File: config.mk
export PLATFORM = sky130hd
export DESIGN_NAME = dac_update_control_sequencer
export DESIGN_NICKNAME = d
export VERILOG_FILES = /design/src/hw/dac_update_control_sequencer.v
export VERILOG_INCLUDE_DIRS = /design/src /design/src/hw
export SDC_FILE = /design/constraint.sdc
export NUM_CORES = 2
export LEC_CHECK = 0
export BUFFER_PORTS_ARGS = -buffer_cell sky130_fd_sc_hd__buf_2
export CAP_MARGIN = 20
export CORE_MARGIN = 2
export CORE_UTILIZATION = 65
export CTS_BUF_LIST = sky130_fd_sc_hd__clkbuf_4 sky130_fd_sc_hd__clkbuf_8
export DETAILED_ROUTE_END_ITERATION = 7
export GPL_TIMING_DRIVEN = 0
export MAX_ROUTING_LAYER = met4
export PLACE_DENSITY = 0.82
export REMOVE_ABC_BUFFERS = 1
export SYNTH_ARGS = -nofsm -noshare
export SYNTH_HDL_FRONTEND = slang
export SYNTH_SLANG_ARGS = --single-unit
File: constraint.sdc
create_clock -name ref_clk -period 10.4 [get_ports ref_clk]
set_input_delay 1.56 -clock ref_clk [delete_from_list [all_inputs] [get_ports ref_clk]]
set_output_delay 1.56 -clock ref_clk [all_outputs]
set_load 0.02 [all_outputs]
File: src/hw/dac_seq_defs.vh
// constants for the update control sequencer
`ifndef DAC_SEQ_DEFS_VH
`define DAC_SEQ_DEFS_VH
`define CLK_MHZ 25
`define HW_RESET_US 270
`define HW_RESET_CYC (`HW_RESET_US * `CLK_MHZ)
`define CLEAR_US 35
`define CLEAR_CYC (`CLEAR_US * `CLK_MHZ)
`define SOFT_RESET_US 135
`define SOFT_RESET_CYC (`SOFT_RESET_US * `CLK_MHZ)
`define CALC_CYC 20
`define POR_CYC 256
`define TIMER_W 13
`define QUEUE_DEPTH 8'h80
`define QUEUE_OFF_DEPTH 8'h01
`define ENTRY_W 22
`define E_RW 21
`define E_RS_HI 20
`define E_RS_LO 19
`define E_ADDR_HI 18
`define E_ADDR_LO 14
`define SFR_NOP 5'h00
`define SFR_CLEAR_CODE 5'h01
`define SFR_SOFT_CLEAR 5'h02
`define SFR_SOFT_PD 5'h08
`define SFR_SOFT_PU 5'h09
`define SFR_MONITOR 5'h0a
`define SFR_CTRL 5'h0c
`define SFR_SOFT_RESET 5'h0f
`define CR_PD_HIZ 13
`define CR_MON_EN 9
`define MON_CH_LAST 6'h1f
`define AUX_MONITOR_INPUTS_FIRST 6'h22
`define AUX_MONITOR_INPUTS_LAST 6'h25
`define MON_HIZ_CODE 6'h3f
`define CLEAR_CODE_RST 14'h0000
`endif

File: src/hw/dac_update_control_sequencer.v
// control and update sequencer of the 32-channel converter
// Operation
// - monitor command: sfr address 01010, data bits 13..8 give source, low byte ignored
// - codes 0..31 channels, 34..37 monitor inputs, 63 and undefined float
// - hardware reset starts on the falling edge of the reset input
// - hardware reset restores defaults and clears all converter data
// - busy low from reset edge until sequence ends, at most 270 us
// - during reset all host ports are disabled and load strobes dropped
// - after reset, reset input level ignored until its next falling edge
// - clear input low loads clear code into all outputs within 35 us
// - every data, gain or offset write outside power-down holds busy low while recomputing
// - writes accepted while calculating, but outputs are not updated
// - strobe during busy is remembered; held-low strobe updates each busy release
// - a strobe refreshes only channels written since the previous strobe
// - queue enable level sampled at power-up and after clear or reset
// - queue takes up to 128 instructions; writes dropped while full
// - busy stays low while queued instructions are still executing
// - power-on sequence sets defaults, floats outputs, busy low, writes blocked
// - power-down keeps registers; outputs float or load to ground
// - straps select parallel or serial, and serial four-wire or two-wire
// - active port wakes only on write strobe or frame sync falling edge
// - control bit 9 enables monitor, else it floats; zero at power-up
// - effective power-down is hardware input or software command
`timescale 1ns/100ps
`include "dac_seq_defs.vh"
module dac_update_control_sequencer #(
  parameter HW_RESET_CYCLES = `HW_RESET_CYC
) (
  input wire ref_clk,
  input wire rstn,
  input wire reset_n,
  input wire async_clear_n,
  input wire load_strobe_n,
  input wire host_port_select,
  input wire serial_protocol_select,
  input wire queue_enable,
  input wire hw_power_down,
  input wire write_strobe_n,
  input wire frame_sync_n,
  input wire cmd_valid,
  input wire cmd_read,
  input wire register_select_hi,
  input wire register_select_lo,
  input wire [4:0] channel_address,
  input wire [13:0] cmd_data,
  output reg busy_n,
  output reg calc_start,
  output reg [1:0] calc_reg_select,
  output reg [4:0] calc_channel,
  output reg [13:0] calc_data,
  output reg [31:0] dac_update_mask,
  output reg dac_clear_load,
  output reg [13:0] clear_code,
  output reg regs_reset,
  output reg [5:0] monitor_source_field,
  output reg monitor_output_en,
  output reg power_down,
  output reg output_hiz,
  output reg output_grounded,
  output reg parallel_port_en,
  output reg serial_port_en,
  output reg twowire_port_en,
  output reg host_awake,
  output reg queue_full
);
  localparam ST_POR = 3'd0;
  localparam ST_IDLE = 3'd1;
  localparam ST_CALC = 3'd2;
  localparam ST_CLEAR = 3'd3;
  localparam ST_HWRST = 3'd4;
  localparam ST_SWRST = 3'd5;
  localparam [31:0] HW_LOAD = HW_RESET_CYCLES - 1;
  localparam [31:0] CLR_LOAD = `CLEAR_CYC - 1;
  localparam [31:0] SW_LOAD = `SOFT_RESET_CYC - 1;
  localparam [31:0] CALC_LOAD = `CALC_CYC - 1;
  localparam [31:0] POR_LOAD = `POR_CYC - 1;

  reg [2:0] state;
  reg [`TIMER_W-1:0] timer;
  reg [`ENTRY_W-1:0] mem [0:127];
  reg [6:0] wr_ptr;
  reg [6:0] rd_ptr;
  reg [7:0] count;
  reg queue_on;
  reg ser_mode;
  reg twowire_mode;
  reg reset_d;
  reg ld_d;
  reg clr_d;
  reg wr_d;
  reg fs_d;
  reg pending_load;
  reg [31:0] written;
  reg soft_pd;
  reg mon_en;
  reg pd_hiz;

  // any of the three reset sequences blocks the host ports
  wire in_reset = (state == ST_POR) || (state == ST_HWRST) || (state == ST_SWRST);
  // reset pin is edge-only; a pin held low never restarts a sequence
  wire rst_fall = reset_d & ~reset_n;
  wire ld_fall = ld_d & ~load_strobe_n;
  wire clr_fall = clr_d & ~async_clear_n;
  wire wr_fall = wr_d & ~write_strobe_n;
  wire fs_fall = fs_d & ~frame_sync_n;
  wire idle_empty = (state == ST_IDLE) && (count == 8'h00);
  // with the queue off one instruction may still wait behind the running one
  wire [7:0] cap = queue_on ? `QUEUE_DEPTH : `QUEUE_OFF_DEPTH;
  wire push = cmd_valid && !in_reset && !rst_fall && (count < cap);
  // a clear edge inside a reset is dropped; the reset already zeroes the outputs
  wire clr_take = clr_fall && !in_reset && (state != ST_CLEAR);
  wire pop = (state == ST_IDLE) && (count != 8'h00) && !rst_fall && !clr_take;
  wire [7:0] next_count = count + {7'h00, push} - {7'h00, pop};
  wire [`ENTRY_W-1:0] e = mem[rd_ptr];
  wire e_rw = e[`E_RW];
  wire e_sfr = !e[`E_RS_HI] && !e[`E_RS_LO];
  wire [4:0] e_addr = e[`E_ADDR_HI:`E_ADDR_LO];
  wire [13:0] e_data = e[13:0];
  // a held-low strobe counts again each time busy is about to go high
  wire apply = idle_empty && (ld_fall || pending_load || (!load_strobe_n && !busy_n));
  wire [5:0] src = monitor_source_field;
  wire src_ok = (src <= `MON_CH_LAST) || ((src >= `AUX_MONITOR_INPUTS_FIRST) && (src <= `AUX_MONITOR_INPUTS_LAST));
  wire [31:0] set_bit = (pop && !e_sfr && !e_rw && !power_down) ?
    (32'h00000001 << e_addr) : 32'h00000000;

  // queue storage has no reset; only entries below count are ever read
  always @(posedge ref_clk) begin
    if (push) begin
      mem[wr_ptr] <= {cmd_read, register_select_hi, register_select_lo, channel_address, cmd_data};
    end
  end

  always @(posedge ref_clk or negedge rstn) begin
    if (!rstn) begin
      state <= ST_POR;
      timer <= POR_LOAD[`TIMER_W-1:0];
      wr_ptr <= 7'h00;
      rd_ptr <= 7'h00;
      count <= 8'h00;
      queue_on <= 1'b0;
      ser_mode <= 1'b0;
      twowire_mode <= 1'b0;
      reset_d <= 1'b1;
      ld_d <= 1'b1;
      clr_d <= 1'b1;
      wr_d <= 1'b1;
      fs_d <= 1'b1;
      pending_load <= 1'b0;
      written <= 32'h00000000;
      soft_pd <= 1'b0;
      mon_en <= 1'b0;
      pd_hiz <= 1'b1;
      busy_n <= 1'b0;
      calc_start <= 1'b0;
      calc_reg_select <= 2'h0;
      calc_channel <= 5'h00;
      calc_data <= 14'h0000;
      dac_update_mask <= 32'h00000000;
      dac_clear_load <= 1'b0;
      clear_code <= `CLEAR_CODE_RST;
      regs_reset <= 1'b0;
      monitor_source_field <= `MON_HIZ_CODE;
      monitor_output_en <= 1'b0;
      power_down <= 1'b0;
      output_hiz <= 1'b1;
      output_grounded <= 1'b0;
      parallel_port_en <= 1'b0;
      serial_port_en <= 1'b0;
      twowire_port_en <= 1'b0;
      host_awake <= 1'b0;
      queue_full <= 1'b0;
    end else begin
      reset_d <= reset_n;
      ld_d <= load_strobe_n;
      clr_d <= async_clear_n;
      wr_d <= write_strobe_n;
      fs_d <= frame_sync_n;
      calc_start <= 1'b0;
      dac_clear_load <= 1'b0;
      regs_reset <= 1'b0;
      dac_update_mask <= 32'h00000000;
      // busy_n is a flop, so it rises one edge after the sequencer is idle with an empty queue
      busy_n <= idle_empty;
      power_down <= hw_power_down | soft_pd;
      output_hiz <= (state == ST_POR) || (power_down && pd_hiz);
      output_grounded <= power_down && !pd_hiz;
      monitor_output_en <= mon_en && src_ok && !in_reset;
      parallel_port_en <= !in_reset && !ser_mode;
      serial_port_en <= !in_reset && ser_mode && !twowire_mode;
      twowire_port_en <= !in_reset && ser_mode && twowire_mode;
      // wake on a strobe edge of the selected port; the set wins over the idle clear
      if (in_reset) begin
        host_awake <= 1'b0;
      end else if ((!ser_mode && wr_fall) || (ser_mode && fs_fall)) begin
        host_awake <= 1'b1;
      end else if (idle_empty && busy_n && !cmd_valid) begin
        host_awake <= 1'b0;
      end
      if (push) begin
        wr_ptr <= wr_ptr + 7'h01;
      end
      if (pop) begin
        rd_ptr <= rd_ptr + 7'h01;
      end
      count <= next_count;
      queue_full <= (next_count >= cap);
      // one pending bit, so several strobes collapse into one update
      if (in_reset || apply) begin
        pending_load <= 1'b0;
      end else if (ld_fall) begin
        pending_load <= 1'b1;
      end
      if (apply) begin
        dac_update_mask <= written;
      end
      // the set term goes last so a fresh write is never lost to the strobe clear
      written <= (written & ~(apply ? written : 32'h00000000)) | set_bit;
      case (state)
        ST_POR: begin
          if (timer == {`TIMER_W{1'b0}}) begin
            state <= ST_IDLE;
            regs_reset <= 1'b1;
            queue_on <= queue_enable;
            // straps are looked at once only, at the end of power-on
            ser_mode <= host_port_select;
            twowire_mode <= serial_protocol_select;
          end else begin
            timer <= timer - 1'b1;
          end
        end
        ST_IDLE: begin
          if (pop && power_down && !(e_sfr && (e_addr == `SFR_SOFT_PU))) begin
            state <= ST_IDLE;
          end else if (pop && !e_sfr) begin
            if (!e_rw) begin
              calc_start <= 1'b1;
              calc_reg_select <= {e[`E_RS_HI], e[`E_RS_LO]};
              calc_channel <= e_addr;
              calc_data <= e_data;
            end
            state <= ST_CALC;
            timer <= CALC_LOAD[`TIMER_W-1:0];
          end else if (pop) begin
            state <= ST_CALC;
            timer <= CALC_LOAD[`TIMER_W-1:0];
            if (!e_rw) begin
              case (e_addr)
                `SFR_NOP: begin
                  state <= ST_CALC;
                end
                `SFR_CLEAR_CODE: begin
                  clear_code <= e_data;
                end
                `SFR_SOFT_CLEAR: begin
                  state <= ST_CLEAR;
                  timer <= CLR_LOAD[`TIMER_W-1:0];
                  dac_clear_load <= 1'b1;
                end
                `SFR_SOFT_PD: begin
                  soft_pd <= 1'b1;
                end
                `SFR_SOFT_PU: begin
                  soft_pd <= 1'b0;
                end
                `SFR_MONITOR: begin
                  monitor_source_field <= e_data[13:8];
                end
                `SFR_CTRL: begin
                  mon_en <= e_data[`CR_MON_EN];
                  pd_hiz <= e_data[`CR_PD_HIZ];
                end
                `SFR_SOFT_RESET: begin
                  state <= ST_SWRST;
                  timer <= SW_LOAD[`TIMER_W-1:0];
                  regs_reset <= 1'b1;
                  clear_code <= `CLEAR_CODE_RST;
                  monitor_source_field <= `MON_HIZ_CODE;
                  mon_en <= 1'b0;
                  pd_hiz <= 1'b1;
                  written <= 32'h00000000;
                  soft_pd <= 1'b0;
                  pending_load <= 1'b0;
                end
                default: begin
                  state <= ST_CALC;
                end
              endcase
            end
          end
        end
        ST_CALC, ST_CLEAR, ST_HWRST, ST_SWRST: begin
          if (timer == {`TIMER_W{1'b0}}) begin
            state <= ST_IDLE;
            if (state != ST_CALC) begin
              queue_on <= queue_enable;
            end
            // drop anything taken around the reset edge
            if (state == ST_HWRST || state == ST_SWRST) begin
              rd_ptr <= wr_ptr;
              count <= 8'h00;
              queue_full <= 1'b0;
            end
          end else begin
            timer <= timer - 1'b1;
          end
        end
        default: begin
          state <= ST_IDLE;
        end
      endcase
      // reset edge wins over everything except power-on; level alone does nothing
      if (rst_fall && state != ST_POR) begin
        state <= ST_HWRST;
        timer <= HW_LOAD[`TIMER_W-1:0];
        regs_reset <= 1'b1;
        written <= 32'h00000000;
        pending_load <= 1'b0;
        dac_update_mask <= 32'h00000000;
        dac_clear_load <= 1'b0;
        calc_start <= 1'b0;
        clear_code <= `CLEAR_CODE_RST;
        monitor_source_field <= `MON_HIZ_CODE;
        mon_en <= 1'b0;
        pd_hiz <= 1'b1;
        soft_pd <= 1'b0;
        busy_n <= 1'b0;
      end else if (clr_take) begin
        state <= ST_CLEAR;
        timer <= CLR_LOAD[`TIMER_W-1:0];
        dac_clear_load <= 1'b1;
        dac_update_mask <= 32'h00000000;
        calc_start <= 1'b0;
        busy_n <= 1'b0;
      end
    end
  end
endmodule

==> flow_metrics.py <==
metrics = {
    "outcome": {
        "violated_checks": "design-rule violations",
        "outcome": "complete, but fails checks",
    },
    "critical_path": {
        "cp.buffers_inverters": 6,
        "worst_ep_arrival_time_ps": 8190,
        "cp_endpoint_kind": "flop",
        "crit_path_cell_trace": "buf_16 -> buf_16 -> buf_16 -> buf_16 -> mux4_2 -> mux2i_1 -> o221ai_1 -> a211oi_1 -> nor3_2 -> buf_6 -> nor3_2 -> a21oi_2 -> a21o_1 -> buf_12 -> a22o_1",
        "crit_path_max_incr_delay_ps": 950,
        "crit_type": "reg -> reg",
        "cp_max_fo": 44,
        "critical_path.slowest_cell": "sky130_fd_sc_hd__dfrtp_4",
        "critical-path-top-delay-family": "compound AO/OA/AOI/OAI gates",
        "cp.required_ps": 11390,
        "start_kind": "flop",
        "critical_path.most_common_cell": "sky130_fd_sc_hd__buf_16",
    },
    "drt": {
        "drc": 1,
        "drtIter0Drc": 10900,
        "drtAntennaViolNets": 0,
        "drtPass1Iterations": 8,
        "via_count": 60500,
        "dr_wl_cell_um": 37.6,
        "routed_wirelength_um": 310000,
        "post_drt_via_cell_ratio": 7.34,
    },
    "finish": {
        "final_cell_area_um2": 129000,
        "layout.core_utilization": 0.734,
        "area.growth.synth_to_final_pct": 12.0,
        "design.final.nets": 5613,
        "layout-drive-gt1-share": 0.322,
        "nFillCells": 8374,
    },
    "synthesis": {
        "synth-seq-area-share": 0.769,
        "syn-instance-count": 5176,
        "netlist_top_cells_count": "sky130_fd_sc_hd__edfxtp_1, sky130_fd_sc_hd__mux4_2, sky130_fd_sc_hd__nor2_1, sky130_fd_sc_hd__clkbuf_1, sky130_fd_sc_hd__dfrtp_1",
        "synthesis.yosys.warnings": 0,
        "post-synth-top-area-cell": "sky130_fd_sc_hd__edfxtp_1",
        "syn_avg_cell_area_um2": 22.3,
        "synth_async_sr_flop_share": 0.0563,
        "synth_top_cells_by_area": "sky130_fd_sc_hd__edfxtp_1, sky130_fd_sc_hd__mux4_2, sky130_fd_sc_hd__dfrtp_1, sky130_fd_sc_hd__mux2i_1, sky130_fd_sc_hd__nor2_1",
        "postSynthRegisterBits": 2984,
        "synthDistinctLibCells": 85,
        "synth_most_common_cell": "sky130_fd_sc_hd__edfxtp_1",
        "yosys_most_used_dff": "sky130_fd_sc_hd__edfxtp_1",
        "post-synth-top-area-fraction": 0.732,
        "netlist_area_um2": 115000,
        "synth_edf_count": 2816,
    },
    "die": {
        "floorplan.die_area_um2": 181000,
        "die_w_um": 425,
        "std_cell_rows": 154,
        "height_of_the_die_um": 425,
        "coreArea_um2": 176000,
        "floorplan.initialDensity": 0.655,
        "pin_count": 120,
    },
    "clock_tree": {
        "postCtsHoldBufs": 0,
        "h-tree-depth": 5,
        "cts.repair.resized": 0,
        "clock_sink_count": 2984,
        "cts_setup_buffers": 0,
        "clk-insertion-delay-late_ps": 1140,
        "clk_pin_slew_ps": 70,
        "cts-buffers-inserted": 441,
        "cts_max_path_buffers": 4,
        "cts.root.buffer_cell": "sky130_fd_sc_hd__clkbuf_8",
        "cts_tree": "yes",
    },
    "flow_run": {
        "max_cap_violations": 0,
    },
    "sta": {
        "final_hold_viol_count": 0,
        "tightestPinTransition_ps": 1270,
        "rsz0062_at_grt": "false",
        "max_freq_ghz": 0.139,
        "setup_viol": 0,
        "max_slew_headroom": 0.153,
        "final_min_period_over_clock_period": 0.692,
        "pins_over_their_slew_limit": 0,
        "timing.final.crit_period_ps": 7200,
        "clock-skew-final_ps": 95.5,
    },
    "grt": {
        "grt_pass1_wl_um": 441000,
        "pin_count_of_the_biggest_net_entering_global_routing": 113,
        "grt-ovfl-total": 0,
        "grt_use_total": 0.358,
        "number_of_antenna_violations_at_the_first_check_in_global_routing": 18,
        "first_global_vias": 61300,
    },
    "worst_hold_path": {
        "hold_class": "in -> async",
    },
    "power": {
        "power_density_nw_per_um2": 175,
        "reported_leakage_power_nw": 42.9,
        "power.ir.vdd_worst_mv": 0.164,
    },
    "placement": {
        "detailedPlacementHpwl_um": 167000,
        "place_area_um2": 121000,
        "port_buffers": 119,
        "place.gp.congestion": 0.890,
    },
}
## routing by layer
| metal | track usage | wire, um | part of all wire | vias to the layer above |
|---|---|---|---|---|
| li1 | - | - | - | 22700 |
| met2 | 0.544 | 150000 | 0.48 | 5737 |
| met1 | 0.450 | 100000 | 0.32 | 30800 |
| met3 | 0.102 | 41900 | 0.14 | 1263 |
| met5 | - | 0 | 0 | - |
| met4 | 0.178 | 18200 | 0.059 | 0 |
## area by class of cell
type,count,area [um^2],area share
antenna,9,22.5,0.000174
tap,2340,2930,0.0226
clock inverter,191,976,0.00754
timing repair buffer,219,3030,0.0234
multi-input combinational,1874,26100,0.202
clock buffer,596,7350,0.0568
sequential,2984,88800,0.687
inverter,38,151,0.00117
## state kept, by name, indices dropped and copies added (netlist names), 2 cells and up
register	count
calc_reg_select	2
clear_code	14
dac_update_mask	32
monitor_source_field	6
rd_ptr	7
state	3
wr_ptr	7
calc_data	14
written	32
mem	2816
count	8
timer	13
calc_channel	5
## worst paths after layout
kind / from / end / slack [ps] / cells after the start
worst max register to register: rd_ptr[0] / clear_code[6] / 3200 / 15
max in group asynchronous: rstn / rd_ptr[4] / 8950 / 2
worst min register to register: twowire_mode / serial_port_en / 440 / 1
worst min-delay path: rstn / dac_update_mask[5] / 390 / 1
min in group ref_clk: twowire_mode / serial_port_en / 440 / 1
worst max-delay path: rd_ptr[0] / clear_code[6] / 3200 / 15
## report_power, final
| group | total [mW] | internal (mW) | switching (mW) |
|---|---|---|---|
| registers | 13.1 | 13.1 | 0.000682 |
| clock network | 9.24 | 4.72 | 4.52 |
| logic | 0.239 | 0.0332 | 0.206 |
| total | 22.6 | 17.9 | 4.73 |
## cells in the final DEF, fill, tap and decap left out, types with 10 or more instances in the layout
cell / count
sky130_fd_sc_hd__mux4_2: 799
sky130_fd_sc_hd__clkbuf_8: 459
sky130_fd_sc_hd__and3_1: 53
sky130_fd_sc_hd__o22ai_1: 15
sky130_fd_sc_hd__a21oi_1: 66
sky130_fd_sc_hd__dfrtp_1: 141
sky130_fd_sc_hd__inv_1: 31
sky130_fd_sc_hd__a211oi_1: 15
sky130_fd_sc_hd__buf_2: 96
sky130_fd_sc_hd__o32a_1: 10
sky130_fd_sc_hd__or3_1: 16
sky130_fd_sc_hd__xnor2_1: 14
sky130_fd_sc_hd__o31ai_1: 10
sky130_fd_sc_hd__buf_16: 70
sky130_fd_sc_hd__nand2b_1: 11
sky130_fd_sc_hd__nand4_1: 12
sky130_fd_sc_hd__clkinv_2: 65
sky130_fd_sc_hd__buf_8: 11
sky130_fd_sc_hd__buf_4: 27
sky130_fd_sc_hd__clkbuf_4: 139
sky130_fd_sc_hd__mux2_2: 24
sky130_fd_sc_hd__nor2b_1: 16
sky130_fd_sc_hd__edfxtp_1: 2816
sky130_fd_sc_hd__dfstp_2: 21
sky130_fd_sc_hd__mux2i_1: 140
sky130_fd_sc_hd__nand2_1: 92
sky130_fd_sc_hd__a22o_1: 22
sky130_fd_sc_hd__ha_1: 20
sky130_fd_sc_hd__buf_12: 11
sky130_fd_sc_hd__a31oi_1: 31
sky130_fd_sc_hd__nor2_1: 86
sky130_fd_sc_hd__nand3_1: 43
sky130_fd_sc_hd__a221oi_1: 22
sky130_fd_sc_hd__o21ai_0: 42
sky130_fd_sc_hd__o221ai_1: 18
sky130_fd_sc_hd__a22oi_1: 24
sky130_fd_sc_hd__nor2_4: 128
sky130_fd_sc_hd__nor3_1: 18
sky130_fd_sc_hd__clkinv_1: 118
## stage by stage
stage	cells	TNS, ps	hold slack (ps)	power [mW]	worst slack, ps
after floorplan	4896	-2173480	410	13.4	-21550
after global placement	7355	-3654170	430	13.6	-36660
after detailed placement	7449	0	432	13.6	3850
after CTS	8236	0	334	22.6	3540
after global routing	8251	0	406	23.0	3150
final	8251	0	393	22.6	3200
## cells by family after synthesis
group / share of synthesized area
multiplexers: 0.170
XOR/XNOR: 0.00144
adder cells (fa/ha/maj): 0.00234
AO/OA/AOI/OAI: 0.0213
AND/OR/NAND/NOR: 0.0218
buffers and inverters: 0.0139
flip-flops: 0.769
No activity file was read; power rests on OpenSTA's default activity.
